File: src/eam_pkg.sv
`default_nettype none
package eam_pkg;
  // Copy decision codes
  typedef enum logic [1:0] {
    EAM_DEC_NONE,
    EAM_DEC_COPY,
    EAM_DEC_NOCOPY
  } eam_decision_t;

  // Frame-side inputs from the receive path
  typedef struct packed {
    logic frame_start;
    logic status_due;
    logic internal_match;
    logic copy_all_frames_mode;
  } eam_frame_t;

  // Decision outputs toward the receive path
  typedef struct packed {
    logic copy_frame;
    logic addr_seen_and_copied_flags;
    logic decision_valid;
  } eam_result_t;

  localparam int          EAM_SYNC_STAGES = 2;
  localparam logic [1:0]  EAM_SYNC_RESET  = 2'h3;
  localparam eam_result_t EAM_RESULT_RESET = '0;
endpackage
`default_nettype wire

File: src/eam_match.sv
`default_nettype none
module eam_match (
  input  wire logic               clk_in,
  input  wire logic               rst_n_in,
  input  wire logic               external_accept_in,
  input  wire logic               external_reject_in,
  input  wire eam_pkg::eam_frame_t frame_in,
  output eam_pkg::eam_result_t     result_out
);
  logic                   accept_sync;
  logic                   reject_sync;
  logic                   latched_reg;
  eam_pkg::eam_decision_t ext_dec;
  eam_pkg::eam_decision_t dec_reg;

  // Floating pins arrive high from the pad pull-ups
  eam_sync u_acc_sync (
    .clk_in   (clk_in),
    .rst_n_in (rst_n_in),
    .async_in (external_accept_in),
    .sync_out (accept_sync)
  );
  eam_sync u_rej_sync (
    .clk_in   (clk_in),
    .rst_n_in (rst_n_in),
    .async_in (external_reject_in),
    .sync_out (reject_sync)
  );

  // Decode of the two synchronised lines
  always_comb begin
    case ({accept_sync, reject_sync})
      2'h0: begin
        ext_dec = eam_pkg::EAM_DEC_NONE;
      end
      2'h2: begin
        ext_dec = eam_pkg::EAM_DEC_COPY;
      end
      2'h1, 2'h3: begin
        ext_dec = eam_pkg::EAM_DEC_NOCOPY;
      end
      default: begin
        ext_dec = eam_pkg::EAM_DEC_NOCOPY;
      end
    endcase
  end

  // Track the external decision within a frame
  // Reject overrides an earlier accept, so sync skew cannot copy
  always_ff @(posedge clk_in) begin
    if (!rst_n_in) begin
      dec_reg     <= eam_pkg::EAM_DEC_NONE;
      latched_reg <= 1'b0;
    end else if (frame_in.frame_start) begin
      dec_reg     <= eam_pkg::EAM_DEC_NONE;
      latched_reg <= 1'b0;
    end else if (!frame_in.status_due) begin
      case (dec_reg)
        eam_pkg::EAM_DEC_NONE: begin
          if (ext_dec != eam_pkg::EAM_DEC_NONE) begin
            dec_reg     <= ext_dec;
            latched_reg <= 1'b1;
          end
        end
        eam_pkg::EAM_DEC_COPY: begin
          if (ext_dec == eam_pkg::EAM_DEC_NOCOPY) begin
            dec_reg <= eam_pkg::EAM_DEC_NOCOPY;
          end
        end
        eam_pkg::EAM_DEC_NOCOPY: begin
          dec_reg <= eam_pkg::EAM_DEC_NOCOPY;
        end
        default: begin
          dec_reg     <= eam_pkg::EAM_DEC_NOCOPY;
          latched_reg <= 1'b1;
        end
      endcase
    end
  end

  // Result issued when the frame-status field is due
  always_ff @(posedge clk_in) begin
    if (!rst_n_in) begin
      result_out <= eam_pkg::EAM_RESULT_RESET;
    end else if (frame_in.status_due) begin
      if (frame_in.copy_all_frames_mode) begin
        result_out.copy_frame <= 1'b1;
        result_out.addr_seen_and_copied_flags <=
          frame_in.internal_match;
      end else begin
        result_out.copy_frame <= frame_in.internal_match ||
          (dec_reg == eam_pkg::EAM_DEC_COPY);
        result_out.addr_seen_and_copied_flags <= frame_in.internal_match
          || (dec_reg == eam_pkg::EAM_DEC_COPY);
      end
      result_out.decision_valid <= 1'b1;
    end else begin
      result_out.decision_valid <= 1'b0;
    end
  end

  extern_copy_a:
    assert property (
      @(posedge clk_in) disable iff (!rst_n_in)
      frame_in.status_due && !frame_in.copy_all_frames_mode &&
      dec_reg == eam_pkg::EAM_DEC_COPY
      |=> result_out.copy_frame &&
      result_out.addr_seen_and_copied_flags
    ) else $error("external accept did not copy");

  reject_block_a:
    assert property (
      @(posedge clk_in) disable iff (!rst_n_in)
      frame_in.status_due && !frame_in.copy_all_frames_mode &&
      !frame_in.internal_match && dec_reg != eam_pkg::EAM_DEC_COPY
      |=> !result_out.copy_frame
    ) else $error("copy without any match");

  reject_flags_a:
    assert property (
      @(posedge clk_in) disable iff (!rst_n_in)
      frame_in.status_due && !frame_in.copy_all_frames_mode &&
      !frame_in.internal_match && dec_reg == eam_pkg::EAM_DEC_NOCOPY
      |=> !result_out.addr_seen_and_copied_flags
    ) else $error("flags set on external reject");

  reject_wins_a:
    assert property (
      @(posedge clk_in) disable iff (!rst_n_in)
      !frame_in.frame_start && !frame_in.status_due && reject_sync
      |=> dec_reg == eam_pkg::EAM_DEC_NOCOPY
    ) else $error("reject did not override");

  accept_take_a:
    assert property (
      @(posedge clk_in) disable iff (!rst_n_in)
      !frame_in.frame_start && !frame_in.status_due &&
      accept_sync && !reject_sync && dec_reg == eam_pkg::EAM_DEC_NONE
      |=> dec_reg == eam_pkg::EAM_DEC_COPY && latched_reg
    ) else $error("accept not taken while armed");

  internal_flag_a:
    assert property (
      @(posedge clk_in) disable iff (!rst_n_in)
      frame_in.status_due && frame_in.internal_match
      |=> result_out.addr_seen_and_copied_flags
    ) else $error("internal match lost flags");

  caf_ignore_a:
    assert property (
      @(posedge clk_in) disable iff (!rst_n_in)
      frame_in.status_due && frame_in.copy_all_frames_mode
      |=> result_out.copy_frame &&
      result_out.addr_seen_and_copied_flags ==
      $past(frame_in.internal_match)
    ) else $error("copy-all mode not honoured");

  armed_hold_a:
    assert property (
      @(posedge clk_in) disable iff (!rst_n_in)
      !frame_in.frame_start && !latched_reg &&
      !accept_sync && !reject_sync
      |=> !latched_reg && dec_reg == eam_pkg::EAM_DEC_NONE
    ) else $error("decision taken while armed");

  frame_clear_a:
    assert property (
      @(posedge clk_in) disable iff (!rst_n_in)
      frame_in.frame_start
      |=> !latched_reg && dec_reg == eam_pkg::EAM_DEC_NONE
    ) else $error("new frame kept old decision");

  sync_delay_a:
    assert property (
      @(posedge clk_in) disable iff (!rst_n_in)
      ##2 reject_sync == $past(external_reject_in, 2)
    ) else $error("reject sync depth wrong");

  accept_delay_a:
    assert property (
      @(posedge clk_in) disable iff (!rst_n_in)
      ##2 accept_sync == $past(external_accept_in, 2)
    ) else $error("accept sync depth wrong");

  valid_pulse_a:
    assert property (
      @(posedge clk_in) disable iff (!rst_n_in)
      frame_in.status_due
      |=> result_out.decision_valid
    ) else $error("decision not issued");

  valid_single_a:
    assert property (
      @(posedge clk_in) disable iff (!rst_n_in)
      !frame_in.status_due
      |=> !result_out.decision_valid
    ) else $error("decision issued without status");

  result_hold_a:
    assert property (
      @(posedge clk_in) disable iff (!rst_n_in)
      !frame_in.status_due
      |=> $stable(result_out.copy_frame) &&
      $stable(result_out.addr_seen_and_copied_flags)
    ) else $error("result changed between frames");

  latch_keep_a:
    assert property (
      @(posedge clk_in) disable iff (!rst_n_in)
      latched_reg && !frame_in.frame_start
      |=> latched_reg && ($stable(dec_reg) ||
      dec_reg == eam_pkg::EAM_DEC_NOCOPY)
    ) else $error("latched decision changed");
endmodule
`default_nettype wire

File: src/eam_sync.sv
`default_nettype none
module eam_sync (
  input  wire logic clk_in,
  input  wire logic rst_n_in,
  input  wire logic async_in,
  output logic      sync_out
);
  logic meta_reg;

  // Two-stage synchroniser, resets high like a pulled-up pin
  always_ff @(posedge clk_in) begin
    if (!rst_n_in) begin
      meta_reg <= eam_pkg::EAM_SYNC_RESET[0];
      sync_out <= eam_pkg::EAM_SYNC_RESET[1];
    end else begin
      meta_reg <= async_in;
      sync_out <= meta_reg;
    end
  end
endmodule
`default_nettype wire

File: config.mk
export PLATFORM = sky130hd
export DESIGN_NAME = eam_match
export DESIGN_NICKNAME = d
export VERILOG_FILES = /design/src/eam_pkg.sv /design/src/eam_match.sv /design/src/eam_sync.sv
export SDC_FILE = /design/constraint.sdc
export NUM_CORES = 1
export LEC_CHECK = 0
export ABC_AREA = 1
export BUFFER_PORTS_ARGS = -buffer_cell sky130_fd_sc_hd__buf_2
export CORE_AREA = 2 2 39 41
export DETAILED_ROUTE_END_ITERATION = 10
export DIE_AREA = 0 0 41 43
export PLACE_DENSITY_LB_ADDON = 0.25
export RECOVER_POWER = 50
export REMOVE_ABC_BUFFERS = 1
export SLEW_MARGIN = 40
export SYNTH_ARGS = -nofsm -noshare
export SYNTH_HDL_FRONTEND = slang
export SYNTH_SLANG_ARGS = --single-unit
File: constraint.sdc
create_clock -name clk_in -period 0.8 [get_ports clk_in]
set_clock_uncertainty 0.05 [all_clocks]
set_input_delay 0.12 -clock clk_in [delete_from_list [all_inputs] [get_ports clk_in]]
set_output_delay 0.12 -clock clk_in [all_outputs]
set_load 0.05 [all_outputs]
==> results.sh <==
export IMPL_r2r_setup_slack_ns=0.05
export IMPL_switching_power_mw=0.262
export IMPL_die_area_um2=1760
export IMPL_setup_ws_ns=-0.111
export IMPL_relSlewSlack=0.881
export IMPL_r2r_start="dec_reg[1]"
export IMPL_grt_pass1_vias=249
export IMPL_rows=14
export IMPL_drcViolationCount=0
export IMPL_p_leak_nw=0.214
export IMPL_n_fill_cell=154
export IMPL_critPathRequiredTime_ns=0.63
export IMPL_core_area_um2=1380
export IMPL_violations="negative hold slack, negative setup slack"
export IMPL_post_drt_wl_per_cell_um=8.54
export IMPL_status="finished with violations"
export IMPL_synth_seq_cells=9
export IMPL_seq_area_frac_synth=0.554
export IMPL_cts_setup_buffers=0
export IMPL_worstHoldEndpoint="u_rej_sync.meta_reg"
export IMPL_swShare=0.267
export IMPL_start_util=0.235
export IMPL_cts_clk_slew_worst_paths_ns=0.06
export IMPL_netlist_instances=37
export IMPL_hold_slack_ns=-0.0139
export IMPL_drive_above_1_share=0.471
export IMPL_hp_start="external_reject_in"
export IMPL_antenna_found_initial=0
export IMPL_hold_path_class="in2reg"
export IMPL_cts_tree="yes"
export IMPL_numClockSinks=9
export IMPL_finalHoldViolations=2
export IMPL_power_total_mw=0.983
export IMPL_path_class="reg2out"
export IMPL_powerDensity_nw_per_um2=2150
export IMPL_chipHeight_um=43
export IMPL_dr_pass1_iters=2
export IMPL_grt_overflow_total=0
export IMPL_seqPwrFrac=0.497
export IMPL_ant_nets=0
export IMPL_clockPowerShare=0.356
export IMPL_setup_viol_count_final=3
export IMPL_final_nets=60
export IMPL_max_freq_mhz=1100
export IMPL_grt_max_degree=7
export IMPL_critPathCaptureType="primary output"
export IMPL_crit_slowest_cell="dfxtp_2"
export IMPL_drt_initial_drc_count=4
export IMPL_yosysUniqueCellTypes=13
export IMPL_peakVddDrop_uv=970
export IMPL_grt_pass1_wl_um=931
export IMPL_root_buffer="clkbuf_4"
export IMPL_synth_cell_area_um2=325
export IMPL_crit_fanout=2
export IMPL_rr_endpoint="result_out[2]"
export IMPL_final_max_slew_viol_count=0
export IMPL_dp_hpwl_um=412
export IMPL_syn2layout_area_growth_pct=40.8
export IMPL_grt_usage=0.0830
export IMPL_cp_top_family="flip-flops"
export IMPL_start_kind="flip-flop"
export IMPL_io_buffers=10
export IMPL_finalWirelength_um=572
export IMPL_cap_violations=0
export IMPL_vias_per_cell=3.84
export IMPL_clk_path_buf_depth=2
export IMPL_share_comb_of_total_power=0.146
export IMPL_antenna_cells=0
export IMPL_critical_path_depth=1
export IMPL_worstPathArrival_ns=0.74
export IMPL_htree_levels=1
export IMPL_rsz0062_at_grt="yes"
export IMPL_die_width_um=41
export IMPL_largest_register_ffs=3
export IMPL_via_count=257
export IMPL_worst_path_buf_inv=1
export IMPL_avgSynthCellArea_um2=8.79
export IMPL_setup_tns_ns=-0.323
export IMPL_ios=11
export IMPL_cts_buffers=3
export IMPL_ys_warn_count=0
export IMPL_gp_congestion=0.600
export IMPL_internal_power_mw=0.721
export IMPL_tightest_slew_ns=0.179
export IMPL_finalCritPeriodShare=1.14
export IMPL_cpPeakStageDelay_ns=0.34
export IMPL_hold_depth=2
export IMPL_rr_worst_depth=5
export IMPL_worstPathCellList="buf_8"
export IMPL_fin_crit_ns=0.911
export IMPL_clock_latency_ns=0.26
cells in the mapped netlist:
library cell	count	area (um2)
inv_1	4	15.0
a21oi_1	2	10.0
nand3_1	2	10.0
nand2_1	6	22.5
nand3_2	1	10.0
o21ai_0	1	5.00
dfxtp_1	9	180
or2_1	4	25.0
nor2_1	3	11.3
a21boi_2	1	11.3
nor2_4	1	11.3
nand2_2	1	6.26
inv_2	2	7.51
cell families (layout without fill, tap and decap cells):
group | Yosys count | in the layout | synth area share
and+or+nand+nor | 18 | 18 | 0.296
buffers and inverters | 6 | 20 | 0.0692
DFF | 9 | 9 | 0.554
AOI/OAI and AO/OA | 4 | 4 | 0.0808
through the flow:
stage	hold WS [ns]	setup slack, ns	std cells	cell area [um2]	util
after floorplan	0.170	-0.188	37	325	-
after global placement	0.247	0.0302	63	395	0.286
after detailed placement	0.254	0.0278	63	395	0.286
after CTS	-0.0221	-0.118	67	449	0.325
after global routing	-0.0295	-0.144	67	458	0.331
final	-0.0139	-0.111	67	458	0.331
repair_timing:
| item | CTS | global route |
|---|---|---|
| gates cloned | 0 | 0 |
| setup endpoints to repair | 3 | 4 |
| gates resized for setup | 10 | 5 |
| hold endpoints to repair | 2 | 2 |
| pin swaps | 0 | 1 |
worst max-delay path by stage:
stage	from	to	slack (ns)
3_5_place_dp	dec_reg[1]	result_out[2]	0.03
5_1_grt	result_out[1]	result_out[1]	-0.14
3_3_place_gp	dec_reg[1]	result_out[2]	0.03
6_report	result_out[2]	result_out[2]	-0.11
2_1_floorplan	result_out[1]	result_out[1]	-0.19
4_1_cts	result_out[1]	result_out[1]	-0.12
power groups by stage:
| stage | clock network, mW | registers, mW | logic, mW |
|---|---|---|---|
| final | 0.350 | 0.489 | 0.144 |
| after global routing | 0.391 | 0.492 | 0.156 |
| after CTS | 0.362 | 0.487 | 0.143 |
| after detailed placement | 0 | 0.492 | 0.125 |
| after global placement | 0 | 0.491 | 0.125 |
| after floorplan | 0 | 0.530 | 0.0453 |
routing by layer:
layer | part of all wire | vias up | GRT usage
li1 | - | 140 | -
met3 | 0.051 | 0 | 0.0314
met5 | 0 | - | 0
met4 | 0 | 0 | 0.0800
met1 | 0.48 | 110 | 0.109
met2 | 0.47 | 7 | 0.0969
cell type report:
class	count	area, um2	area share
timing repair buffer	10	75.1	0.164
tap	16	20.0	0.0437
inverter	6	22.5	0.0492
clock inverter	1	5.00	0.0109
sequential	9	185	0.404
multi-input combinational	22	128	0.279
clock buffer	3	22.5	0.0492
cell usage in the layout, fill, tap and decap left out, types with 2 or more instances in the layout:
cell	instances
dfxtp_2	4
a21oi_1	2
buf_2	6
buf_8	2
nor2_1	3
clkbuf_4	3
nand3_2	2
inv_2	2
or2_1	4
nand2_1	6
inv_1	4
dfxtp_1	5
Power figures use the tool's default switching activity.
